==> src/slc_pkg.sv <==
// Functional notes
// - auto field detect else forced field select
// - field select: 0=50Hz/625, 1=60Hz/525
// - forced toggle makes odd/even toggle every field
// - time constant 00 TV, 01 VTR, 11 fast
// - PLL open bit fixes horizontal frequency
// - noise modes: normal, fast, free-run, bypass
// - bypass bit disables trap and comb filter
// - comb enable selects comb over chroma trap
// - extra delay: one NTSC, two PAL lines
// - remodulation bandwidth small or large notch
// - sharpness codes 1-3 give strong peaking
// - code 0 plain, 4-7 weak, 8-15 low-pass
package slc_pkg;
  localparam logic [7:0] SYNC_ADDR  = 8'h08;
  localparam logic [7:0] LUMA_ADDR  = 8'h09;
  localparam logic [7:0] SYNC_RESET = 8'h00;
  localparam logic [7:0] LUMA_RESET = 8'h00;
  localparam int AUTO_BIT = 7;
  localparam int RATE_BIT = 6;
  localparam int TGL_BIT  = 5;
  localparam int TC_LSB   = 3;
  localparam int PLL_BIT  = 2;
  localparam int VNR_LSB  = 0;
  localparam int BYP_BIT  = 7;
  localparam int COMB_BIT = 6;
  localparam int DEL_BIT  = 5;
  localparam int BW_BIT   = 4;
  localparam int SHP_LSB  = 0;
  localparam logic [1:0] TC_TV   = 2'h0;
  localparam logic [1:0] TC_VTR  = 2'h1;
  localparam logic [1:0] TC_RSV  = 2'h2;
  localparam logic [1:0] TC_FAST = 2'h3;
  localparam logic [1:0] VNR_NORMAL = 2'h0;
  localparam logic [1:0] VNR_FAST   = 2'h1;
  localparam logic [1:0] VNR_FREE   = 2'h2;
  localparam logic [1:0] VNR_BYPASS = 2'h3;
  // luminance filter path selection
  typedef enum logic [1:0] {
    SLC_Y_TRAP   = 2'h0,
    SLC_Y_COMB   = 2'h1,
    SLC_Y_BYPASS = 2'h3
  } slc_ypath_t;
  // sharpness classes
  typedef enum logic [1:0] {
    SLC_SH_PLAIN  = 2'h0,
    SLC_SH_STRONG = 2'h1,
    SLC_SH_WEAK   = 2'h3,
    SLC_SH_LOWP   = 2'h2
  } slc_shclass_t;
  localparam logic [3:0] SH_STRONG_MAX = 4'h3;
  localparam logic [3:0] SH_WEAK_MAX   = 4'h7;
  localparam logic [1:0] DEL_NONE = 2'h0;
  localparam logic [1:0] DEL_NTSC = 2'h1;
  localparam logic [1:0] DEL_PAL  = 2'h2;
endpackage

==> src/slc_regs.sv <==
`timescale 1ns/1ps
module slc_regs (
  // clock and reset
  input  wire logic       i_clk,
  input  wire logic       i_rst_n,
  // register port
  input  wire logic       i_wr,
  input  wire logic [7:0] i_addr,
  input  wire logic [7:0] i_wdata,
  output logic      [7:0] o_rdata,
  // field status from sync processing
  input  wire logic       i_det_60hz,
  input  wire logic       i_field_end,
  input  wire logic       i_interlaced,
  // sync controls
  output logic            o_field_60hz,
  output logic            o_odd_even,
  output logic      [1:0] o_horiz_time_constant,
  output logic            o_horiz_pll_open,
  output logic      [1:0] o_vert_noise_mode,
  // luminance controls
  output logic      [1:0] o_luma_path,
  output logic      [1:0] o_extra_line_delay,
  output logic            o_remod_bandwidth_sel,
  output logic      [1:0] o_sharpness_class,
  output logic      [3:0] o_sharpness_filter_sel
);
  logic [7:0] sync_q;
  logic [7:0] luma_q;
  logic       field_60_d;
  logic [1:0] path_d;
  logic [1:0] del_d;
  logic [1:0] shc_d;
  logic [3:0] shp;

  always_ff @(posedge i_clk) begin
    if (!i_rst_n) begin
      sync_q <= slc_pkg::SYNC_RESET;
    end else if (i_wr && i_addr == slc_pkg::SYNC_ADDR) begin
      sync_q <= i_wdata;
    end
  end

  always_ff @(posedge i_clk) begin
    if (!i_rst_n) begin
      luma_q <= slc_pkg::LUMA_RESET;
    end else if (i_wr && i_addr == slc_pkg::LUMA_ADDR) begin
      luma_q <= i_wdata;
    end
  end

  // unmapped addresses read as zero
  always_ff @(posedge i_clk) begin
    if (!i_rst_n) begin
      o_rdata <= 8'h00;
    end else if (i_addr == slc_pkg::SYNC_ADDR) begin
      o_rdata <= sync_q;
    end else if (i_addr == slc_pkg::LUMA_ADDR) begin
      o_rdata <= luma_q;
    end else begin
      o_rdata <= 8'h00;
    end
  end

  always_comb begin
    field_60_d = sync_q[slc_pkg::AUTO_BIT] ? i_det_60hz
                                           : sync_q[slc_pkg::RATE_BIT];
  end

  always_ff @(posedge i_clk) begin
    if (!i_rst_n) begin
      o_field_60hz <= 1'b0;
    end else begin
      o_field_60hz <= field_60_d;
    end
  end

  // a progressive source still toggles when forced, so field parity
  // downstream never stalls on a single-field source
  always_ff @(posedge i_clk) begin
    if (!i_rst_n) begin
      o_odd_even <= 1'b0;
    end else if (i_field_end
                 && (i_interlaced || sync_q[slc_pkg::TGL_BIT])) begin
      o_odd_even <= ~o_odd_even;
    end
  end

  // reserved time constant code passed through; host must avoid it
  always_ff @(posedge i_clk) begin
    if (!i_rst_n) begin
      o_horiz_time_constant <= slc_pkg::TC_TV;
      o_horiz_pll_open      <= 1'b0;
      o_vert_noise_mode     <= slc_pkg::VNR_NORMAL;
    end else begin
      o_horiz_time_constant <= sync_q[slc_pkg::TC_LSB +: 2];
      o_horiz_pll_open      <= sync_q[slc_pkg::PLL_BIT];
      o_vert_noise_mode     <= sync_q[slc_pkg::VNR_LSB +: 2];
    end
  end

  always_comb begin
    if (luma_q[slc_pkg::BYP_BIT]) begin
      path_d = slc_pkg::SLC_Y_BYPASS;
    end else if (luma_q[slc_pkg::COMB_BIT]) begin
      path_d = slc_pkg::SLC_Y_COMB;
    end else begin
      path_d = slc_pkg::SLC_Y_TRAP;
    end
  end

  // extra delay only applies outside comb mode
  always_comb begin
    if (!luma_q[slc_pkg::DEL_BIT] || path_d == slc_pkg::SLC_Y_COMB) begin
      del_d = slc_pkg::DEL_NONE;
    end else if (field_60_d) begin
      del_d = slc_pkg::DEL_NTSC;
    end else begin
      del_d = slc_pkg::DEL_PAL;
    end
  end

  assign shp = luma_q[slc_pkg::SHP_LSB +: 4];

  always_comb begin
    if (shp == 4'h0) begin
      shc_d = slc_pkg::SLC_SH_PLAIN;
    end else if (shp <= slc_pkg::SH_STRONG_MAX) begin
      shc_d = slc_pkg::SLC_SH_STRONG;
    end else if (shp <= slc_pkg::SH_WEAK_MAX) begin
      shc_d = slc_pkg::SLC_SH_WEAK;
    end else begin
      shc_d = slc_pkg::SLC_SH_LOWP;
    end
  end

  always_ff @(posedge i_clk) begin
    if (!i_rst_n) begin
      o_luma_path            <= slc_pkg::SLC_Y_TRAP;
      o_extra_line_delay     <= slc_pkg::DEL_NONE;
      o_remod_bandwidth_sel  <= 1'b0;
      o_sharpness_class      <= slc_pkg::SLC_SH_PLAIN;
      o_sharpness_filter_sel <= 4'h0;
    end else begin
      o_luma_path            <= path_d;
      o_extra_line_delay     <= del_d;
      o_remod_bandwidth_sel  <= luma_q[slc_pkg::BW_BIT];
      o_sharpness_class      <= shc_d;
      o_sharpness_filter_sel <= shp;
    end
  end
endmodule

==> config.mk <==
export PLATFORM = sky130hd
export DESIGN_NAME = slc_regs
export DESIGN_NICKNAME = d
export VERILOG_FILES = /design/src/slc_pkg.sv /design/src/slc_regs.sv
export SDC_FILE = /design/constraint.sdc
export NUM_CORES = 1
export LEC_CHECK = 0
export ABC_AREA = 0
export BUFFER_PORTS_ARGS = -buffer_cell sky130_fd_sc_hd__buf_2
export CAP_MARGIN = 0
export CORE_ASPECT_RATIO = 1.1
export CORE_MARGIN = 8
export CORE_UTILIZATION = 35
export CTS_BUF_LIST = sky130_fd_sc_hd__clkbuf_16
export DETAILED_ROUTE_END_ITERATION = 16
export PLACE_DENSITY = 0.58
export SLEW_MARGIN = 20
export SYNTH_ARGS = -nofsm -noshare
export SYNTH_HDL_FRONTEND = slang
export SYNTH_SLANG_ARGS = --single-unit
==> constraint.sdc <==
create_clock -name i_clk -period 1.52 [get_ports i_clk]
set_input_delay 0.304 -clock i_clk [delete_from_list [all_inputs] [get_ports i_clk]]
set_output_delay 0.304 -clock i_clk [all_outputs]
set_load 0.03 [all_outputs]
# [After elaboration in Yosys (flattened, before gate mapping)]
# Index checks and enable logic that the tools add are counted.
# W data, S select, Z words.
[classes] order_cmp=2 eq_ne=3 n_mux=8 bitwise_logic=2 n_reduce_logical=10
[op_table] op="$eq A8 B4 Y1 const B" n=2
[op_table] op="$mux W8" n=2
[op_table] op="$le A4 B2 Y1 const B" n=1
[op_table] op="$le A4 B3 Y1 const B" n=1
[op_table] op="$logic_not A4 Y1" n=1
[op_table] op="$mux W1" n=4
[op_table] op="$mux W2" n=2
[op_table] op="$reduce_or A2 Y1" n=2
[op_table] op="$logic_and A1 B1 Y1" n=3
[op_table] op="$reduce_or A3 Y1" n=1
[op_table] op="$eq A2 B1 Y1 const B" n=1
[op_table] op="$logic_or A1 B1 Y1" n=2
[op_table] op="$not A1 Y1" n=2
[op_table] op="$logic_not A1 Y1" n=1
[totals] regBits=42 word_cells=39

# [Depth between registers and ports, before layout]
# Gate-level depths: netlist (run 1).
[depth] depth_word=5 mapped_depth=4 mapped_depth_nobuf=3

# [Least setup slack after synthesis (run 1)]
# No wires, ideal clock.
[synth_path] path_kind="input port to flip-flop" start="in i_addr[2]" end="reg sync_q[7]" setup_ps=72 t_arrival_ps=1172 required_time_ps=1448 path_slack_ps=277 stages=4 cell_sequence="nor3b_1 -> and4b_1 -> buf_4 -> mux2i_1"
[synth_between] elab_chain_cells=2
[synth_lines] item="start, declared" line_no="slc_regs.sv:8" source="input wire logic [7:0] i_addr,"
[synth_lines] item="$eq A8 B4 Y1" line_no="slc_regs.sv:39" source="end else if (i_wr && i_addr == slc_pkg::SYNC_ADDR) begin"
[synth_lines] item="$logic_and A1 B1 Y1" line_no="slc_regs.sv:39"
[synth_lines] item="end signal, assigned" line_no="slc_regs.sv:38" source="sync_q <= slc_pkg::SYNC_RESET;"
[synth_lines] item="end signal, assigned" line_no="slc_regs.sv:40" source="sync_q <= i_wdata;"
[synth_lines] item="end, declared" line_no="slc_regs.sv:28" source="logic [7:0] sync_q;"
# No other way between the ends.
# A chain may end at the register's enable or synchronous reset.

# [Worst setup path after layout (run 1)]
[layout_path] start="in i_addr[2]" end="reg sync_q[0]"
# Same word-level chain as after synthesis.

==> results.json, run 1 <==
{
  "drv_slew": 0,
  "die_area_um2": 6300,
  "detail-route-antenna-nets": 0,
  "yosys-top-cells-area": "dfxtp_1 (60%), mux2i_1 (18%), nand2_1 (6.7%), inv_1 (3.5%), nor2_1 (2.7%)",
  "critPathArrivalTime_ns": 1.39,
  "ys_ff_latch": 42,
  "cts-resized-gates": 0,
  "ys_top_cells_by_count": "dfxtp_1 (42), mux2i_1 (25), nand2_1 (25), inv_1 (13), nor2_1 (10)",
  "grt_pass1_wl_um": 5070,
  "wl_per_cell_um": 12.6,
  "powerDensity_nw_per_um2": 1330,
  "peakVddDrop_v": 0.000887,
  "path_clk_slew_ns": 0.06,
  "coreArea_um2": 3900,
  "area_growth_pct": 36.2,
  "grt_overflow": 0,
  "insertion_delay_ns": 0.28,
  "worst_slack_ns": 0.335,
  "avgSynthCellArea_um2": 10.6,
  "dpl.hpwl_um": 2330,
  "dr.pass1.iters": 4,
  "cts_setup_buffers": 0,
  "place.gp.congestion": 0.746,
  "fin_setup_tns_ns": 0,
  "fillers": 396,
  "synth_top_area_share_pct": 59.8,
  "grt_usage_pct": 10.4,
  "cts_tree": "yes",
  "initial_utilization_pct": 36.0,
  "finalSetupViolCount": 0,
  "cp_max_fo": 4,
  "portBuffers": 47,
  "cts_buffer_depth": 2,
  "synthesis.nets": 155,
  "leakage_nw": 1.03,
  "dpl_cell_area_um2": 1720,
  "synth_flop_cell": "dfxtp_1",
  "htreeDepth": 2,
  "cts_hold_buf": 0,
  "path_class": "primary input to register",
  "max_freq_mhz": 844,
  "grt_max_degree": 22,
  "r2r_end": "o_odd_even",
  "hold_path.class": "primary input to register",
  "seq_area_frac_synth_pct": 59.8,
  "finalHoldViolCount": 0,
  "drive_gt1_share_pct": 33.0,
  "hold_depth": 3,
  "reg2reg_depth": 3,
  "cts_buffers": 5,
  "yosys.cell_count.top_type": "dfxtp_1",
  "syn_area_um2": 1410,
  "min_from": "i_wdata[5]",
  "die_w_um": 76.4,
  "drt_wl_total_um": 3030,
  "fin_worst_skew_ns": 0.00505,
  "pin_count": 48,
  "yosys.area.top_type": "dfxtp_1",
  "finalPower_mw": 2.54,
  "status": "finished, final reports clean",
  "synth_cells": 133,
  "drc": 0,
  "grt_pass1_vias": 1123,
  "rsz0062_at_grt": "no",
  "cap_violations": 0,
  "clock-root-buffer": "clkbuf_16",
  "num_rows": 24,
  "yosysUniqueCellTypes": 20,
  "pre_cts_ws_ns": 0.0753,
  "ys_warn_count": 0,
  "worstMarginPinSlew_ns": 0.392,
  "drtIter0Drc": 50,
  "end_kind": "register",
  "nNetsFinal": 209,
  "vias_per_cell": 4.30,
  "min_to": "sync_q[5]",
  "antenna_found_initial": 0,
  "max_slew_margin_pct": 73.8,
  "fp.dieH_um": 82.5,
  "clock_sinks": 42,
  "diodes": 0,
  "rrSetupSlack_ns": 0.63,
  "post-route-period-util_pct": 78.0,
  "start_kind": "primary input",
  "min_period_ns": 1.19,
  "vias": 1031,
  "rr_startpoint": "sync_q[5]",
  "ys_async_sr_fraction_pct": 0,
  "crit_required_ns": 1.72,
  "synth_edf_count": 0,
  "final_cell_area_um2": 1910
}
[critical path, cell delays in order]
cell and delay, ns:
buf_2 0.09, nor3b_1 0.36, and4b_1 0.27, buf_4 0.15, mux2i_1 0.20
[stage by stage]
stage | instances | utilization, % | hold slack (ns)
CTS | 240 | 49.0 | 0.295
finish | 240 | 49.0 | 0.298
detailed placement | 232 | 44.0 | 0.447
floorplan | 133 | - | 0.421
global placement | 232 | 44.0 | 0.443
global route | 240 | 49.0 | 0.296
[worst max-delay path by stage]
stage	start	to	slack (ns)	cells past startpoint
after floorplan	i_addr[2]	sync_q[7]	0.28	4
after global placement	i_addr[2]	sync_q[3]	0.12	5
after detailed placement	i_addr[2]	sync_q[3]	0.08	5
after CTS	i_addr[2]	sync_q[0]	0.32	5
after global routing	i_addr[2]	sync_q[0]	0.22	5
final	i_addr[2]	sync_q[0]	0.33	5
[placed cells by master, fill, tap and decap left out]
master | netlist | routed
a21o_1 | 1 | 1
and2_1 | 1 | 1
and4b_1 | 1 | 1
buf_2 | 1 | 47
buf_4 | 1 | 5
bufinv_16 | 0 | 2
clkbuf_16 | 0 | 5
clkinv_4 | 0 | 1
dfxtp_1 | 42 | 42
inv_1 | 13 | 13
mux2i_1 | 25 | 25
nand2_1 | 25 | 25
nand3_1 | 1 | 1
nand4_2 | 1 | 1
nor2_1 | 10 | 10
nor2b_1 | 1 | 1
nor3_1 | 1 | 1
nor3b_1 | 2 | 2
nor4_4 | 1 | 1
o21a_1 | 1 | 1
o21ai_0 | 1 | 1
xnor2_1 | 1 | 1
[cell type report]
type                    instances  area [um2]  area share, %
flip-flops and latches         42         841           44.0
well taps                      52        65.1           3.40
repair buffers                 52         273           14.3
clock buffers                   5         125           6.54
multi-input cells              73         492           25.7
clock inverters                 3        68.8           3.60
inverters                      13        48.8           2.55
[power breakdown]
part | leakage (nW) | switching (mW) | internal, mW
clock | 0.0940 | 0.411 | 0.942
sequential | 0.338 | 0.00177 | 1.10
combinational | 0.597 | 0.0453 | 0.0388
total | 1.03 | 0.458 | 2.09
[registers in the layout, indices dropped and copies added (netlist names), 2 cells and up]
name,count
luma_q,8
o_rdata,8
sync_q,8
o_sharpness_filter_sel,4
o_extra_line_delay,2
o_horiz_time_constant,2
o_luma_path,2
o_sharpness_class,2
o_vert_noise_mode,2
[metal layers]
layer	vias to the layer above	routed length [um]	global-route usage, %
li1	532	-	-
met5	-	0	0
met3	4	299	6.28
met1	463	1230	9.83
met4	0	57	5.58
met2	32	1440	17.8
[cell families after synthesis]
family	after synthesis	synth area share, %
AND/OR/NAND/NOR	44	15.1
buffers and inverters	18	5.16
AO/OA/AOI/OAI	3	1.42
flip-flops	42	59.8
multiplexers	25	17.8
XOR/XNOR	1	0.623
(Power assumes the default switching activity.)
==> run 2: changes to the inputs <==
==> constraint.sdc (replaced) <==
create_clock -name i_clk -period 1.1 [get_ports i_clk]
set_input_delay 0.22 -clock i_clk [delete_from_list [all_inputs] [get_ports i_clk]]
set_output_delay 0.22 -clock i_clk [all_outputs]
set_load 0.03 [all_outputs]
==> results.json, run 2 (synthesis results as in run 1) <==
{
  "post-route-period-util_pct": 95.2,
  "nNetsFinal": 213,
  "start_kind": "register",
  "rr_startpoint": "sync_q[7]",
  "crit_buf_inv": 1,
  "critical-path-top-delay-family": "flip-flops",
  "hold_path.class": "primary input to register",
  "vias_per_cell": 4.32,
  "drv_slew": 0,
  "grt_overflow": 0,
  "peakVddDrop_v": 0.000845,
  "insertion_delay_ns": 0.28,
  "end_kind": "output port",
  "cp_max_fo": 2,
  "powerDensity_nw_per_um2": 1690,
  "fillers": 393,
  "rrSetupSlack_ns": 0.20,
  "finalPower_mw": 3.27,
  "r2r_end": "o_extra_line_delay[1]",
  "fin_worst_skew_ns": 0.00343,
  "grt_usage_pct": 10.6,
  "cts_hold_buf": 0,
  "path_class": "register to output port",
  "final_common_cell": "buf_2",
  "portBuffers": 47,
  "crit_required_ns": 0.88,
  "drive_gt1_share_pct": 34.4,
  "clock-root-buffer": "clkbuf_16",
  "drt_wl_total_um": 3080,
  "rsz0062_at_grt": "no",
  "grt_pass1_wl_um": 5200,
  "status": "finished, final reports clean",
  "critPathArrivalTime_ns": 0.83,
  "critPathCapture": "o_odd_even",
  "cts_buffer_depth": 2,
  "finalHoldViolCount": 0,
  "cp.depth": 1,
  "pre_cts_ws_ns": -0.274,
  "diodes": 0,
  "finalCoreUtilization_pct": 49.5,
  "min_period_ns": 1.05,
  "dpl_cell_area_um2": 1760,
  "worst_slack_ns": 0.0529,
  "drtIter0Drc": 45,
  "pin_count": 48,
  "grt_pass1_vias": 1171,
  "path_clk_slew_ns": 0.06,
  "crit_chain": "buf_2",
  "initial_utilization_pct": 36.0,
  "leakage_nw": 1.04,
  "place.gp.congestion": 0.765,
  "instances_no_fill": 244,
  "max_slew_margin_pct": 81.9,
  "cap_violations": 0,
  "reg2reg_depth": 3,
  "cp_slowest_cell": "dfxtp_1",
  "mostFrequentLayoutCells": "buf_2 (47), dfxtp_1 (42), mux2i_1 (25), nand2_1 (25), inv_1 (14)",
  "die_area_um2": 6300,
  "largestRegisters": "luma_q (8), o_rdata (8), sync_q (8)",
  "fp.dieH_um": 82.5,
  "worstMarginPinSlew_ns": 0.264,
  "detail-route-antenna-nets": 0,
  "placedCellCount": 235,
  "num_rows": 24,
  "clock_sinks": 42,
  "dpl.hpwl_um": 2400,
  "wl_per_cell_um": 12.6,
  "final_cell_area_um2": 1930,
  "grt_max_degree": 16,
  "antenna_found_initial": 0,
  "die_w_um": 76.4,
  "cts_buffers": 5,
  "coreArea_um2": 3900,
  "finalSetupViolCount": 0,
  "max_stage_delay_ns": 0.34,
  "vias": 1054,
  "drc": 0,
  "max_freq_mhz": 955,
  "cts_tree": "yes",
  "dr.pass1.iters": 4,
  "area_growth_pct": 37.6,
  "htreeDepth": 2,
  "worstSetupStartpoint": "o_odd_even"
}
-- run 2: where the power goes --
part           leakage, nW  total, mW  switching, mW  internal (mW)
combinational        0.619      0.124         0.0634         0.0602
sequential           0.338       1.53        0.00273           1.53
clock               0.0812       1.62          0.555           1.06
-- run 2: final cells by class --
class | instances | area, um2 | share of cell area [%]
Timing Repair Buffer | 56 | 315 | 16.3
Clock inverter | 3 | 41.3 | 2.14
Clock buffer | 5 | 125 | 6.47
Tap cell | 52 | 65.1 | 3.37
Multi-Input combinational cell | 73 | 497 | 25.7
Sequential cell | 42 | 841 | 43.5
Inverter | 13 | 48.8 | 2.52
-- run 2: per-layer routing --
layer | global-route usage [%] | routed length [um] | up-vias
met5 | 0 | 0 | -
met4 | 5.19 | 61 | 0
met3 | 6.17 | 328 | 6
met1 | 10.9 | 1280 | 475
li1 | - | - | 536
met2 | 17.2 | 1410 | 37
-- run 2: worst min-delay path, stage by stage --
cell and delay, ns:
buf_2 0.10, nand2_1 0.06, mux2i_1 0.06
-- run 2: how the worst min path moves through the flow --
stage | startpoint | endpoint | slack (ns) | depth (start not counted)
after floorplan | i_wdata[0] | luma_q[0] | 0.38 | 2
after global routing | i_wdata[4] | luma_q[4] | 0.21 | 3
after global placement | luma_q[4] | o_remod_bandwidth_sel | 0.45 | 2
after detailed placement | sync_q[3] | o_horiz_time_constant[0] | 0.45 | 2
final | i_wdata[2] | luma_q[2] | 0.21 | 3
after CTS | i_wdata[1] | luma_q[1] | 0.20 | 3
-- run 2: repair_timing --
action	4_1_cts	5_1_grt
buffers inserted	0	1
gates resized for setup	0	0
endpoints found under the hold margin	0	0
setup endpoints to repair	0	8
-- run 2: metrics by stage --
step | hold WS, ns | TNS [ns]
global route | 0.208 | 0
detailed placement | 0.454 | -3.30
floorplan | 0.382 | -0.358
CTS | 0.201 | 0
global placement | 0.449 | -2.77
finish | 0.211 | 0
==> run 3: changes to the inputs <==
==> constraint.sdc (replaced) <==
create_clock -name i_clk -period 1.2 [get_ports i_clk]
set_input_delay 0.24 -clock i_clk [delete_from_list [all_inputs] [get_ports i_clk]]
set_output_delay 0.24 -clock i_clk [all_outputs]
set_load 0.02 [all_outputs]
==> results.json, run 3 (synthesis results as in run 1) <==
{
  "status": "finished, final reports clean",
  "detail-route-antenna-nets": 0,
  "cts_buffer_depth": 2,
  "drt_wl_total_um": 3080,
  "leakage_nw": 1.04,
  "fin_worst_skew_ns": 0.00278,
  "dpl_cell_area_um2": 1760,
  "grt_overflow": 0,
  "drtIter0Drc": 42,
  "r2r_end": "o_odd_even",
  "cp_slowest_cell": "nor4_4",
  "instances_no_fill": 245,
  "worst_slack_ns": 0.132,
  "placedCellCount": 237,
  "mostFrequentLayoutCells": "buf_2 (47), dfxtp_1 (42), mux2i_1 (25), nand2_1 (25), inv_1 (13)",
  "hold_depth": 3,
  "reg2reg_depth": 3,
  "cts_hold_buf": 0,
  "rr_startpoint": "sync_q[5]",
  "end_kind": "register",
  "die_w_um": 76.4,
  "cp_max_fo": 4,
  "final_common_cell": "buf_2",
  "fp.dieH_um": 82.5,
  "cts_setup_buffers": 0,
  "finalHoldViolCount": 0,
  "crit_chain": "buf_2 > nor4_4 > and4b_1 > buf_4 > mux2i_1",
  "portBuffers": 47,
  "clock-root-buffer": "clkbuf_16",
  "pin_count": 48,
  "die_area_um2": 6300,
  "wl_per_cell_um": 12.6,
  "path_clk_slew_ns": 0.05,
  "cap_violations": 0,
  "max_freq_mhz": 936,
  "insertion_delay_ns": 0.28,
  "clock_sinks": 42,
  "largestRegisters": "luma_q (8), o_rdata (8), sync_q (8)",
  "final_cell_area_um2": 1920,
  "vias": 1056,
  "initial_utilization_pct": 36.0,
  "finalSetupViolCount": 0,
  "grt_pass1_vias": 1126,
  "max_stage_delay_ns": 0.32,
  "place.gp.congestion": 0.760,
  "rrSetupSlack_ns": 0.33,
  "crit_buf_inv": 2,
  "coreArea_um2": 3900,
  "min_period_ns": 1.07,
  "min_from": "i_wdata[4]",
  "num_rows": 24,
  "fillers": 397,
  "min_to": "luma_q[4]",
  "grt_pass1_wl_um": 5090,
  "drc": 0,
  "area_growth_pct": 36.8,
  "critPathArrivalTime_ns": 1.27,
  "vias_per_cell": 4.31,
  "antenna_found_initial": 0,
  "grt_max_degree": 15,
  "max_slew_margin_pct": 83.8,
  "nNetsFinal": 214,
  "peakVddDrop_v": 0.000992,
  "path_class": "primary input to register",
  "drive_gt1_share_pct": 34.7,
  "start_kind": "primary input",
  "pre_cts_ws_ns": -0.154,
  "htreeDepth": 2,
  "dr.pass1.iters": 5,
  "finalCoreUtilization_pct": 49.2,
  "hold_slack_ns": 0.235,
  "crit_required_ns": 1.40,
  "rsz0062_at_grt": "no",
  "grt_usage_pct": 10.4,
  "cts-resized-gates": 0,
  "powerDensity_nw_per_um2": 1550,
  "drv_slew": 0,
  "diodes": 0,
  "hold_path.class": "primary input to register",
  "worstMarginPinSlew_ns": 0.237,
  "dpl.hpwl_um": 2420,
  "post-route-period-util_pct": 89.0,
  "cts_tree": "yes",
  "cts_buffers": 5,
  "critical-path-top-delay-family": "simple AND/OR/NAND/NOR gates"
}
==> run 3: how the worst max path moves through the flow <==
stage                    from         to  slack [ns]  depth (start not counted)
finish              i_addr[5]  sync_q[7]        0.13                          5
global route        i_addr[2]  sync_q[7]        0.04                          6
CTS                 i_addr[5]  sync_q[7]        0.11                          5
detailed placement  i_addr[5]  sync_q[1]       -0.15                          5
global placement    i_addr[5]  sync_q[3]       -0.12                          5
floorplan           i_addr[2]  sync_q[7]        0.02                          4
==> run 3: worst register-to-register path: cells and delay by family (launching register included) <==
kind	cells	cell delay, ns
DFF	1	0.33
AOI/OAI and AO/OA	1	0.21
and+or+nand+nor	1	0.15
xor gates and xnor gates	1	0.08
==> run 3: area by class of cell <==
| class | instances | area [um2] | area share [%] |
|---|---|---|---|
| sequential | 42 | 841 | 43.8 |
| clock inverter | 3 | 40.0 | 2.08 |
| timing repair buffer | 57 | 310 | 16.1 |
| multi-input combinational | 73 | 492 | 25.6 |
| clock buffer | 5 | 125 | 6.51 |
| tap | 52 | 65.1 | 3.39 |
| inverter | 13 | 48.8 | 2.54 |
==> run 3: power breakdown <==
group,leakage (nW),switching [mW],internal [mW]
combinational,0.620,0.0552,0.0549
sequential,0.338,0.00232,1.40
clock,0.0836,0.493,0.971
total,1.04,0.550,2.43
==> run 3: metal layers <==
layer / vias up / global-route usage (%) / share of wire [%]
met2: 34 / 18.0 / 48
li1: 540 / - / -
met3: 6 / 5.63 / 8.8
met1: 476 / 10.2 / 42
met5: - / 0 / 0
met4: 0 / 4.62 / 1.4
==> run 3: metrics by stage <==
stage	setup TNS (ns)	total power, mW
floorplan	0	1.48
global placement	-1.11	1.54
detailed placement	-1.38	1.54
CTS	0	3.03
global route	0	3.10
finish	0	2.98
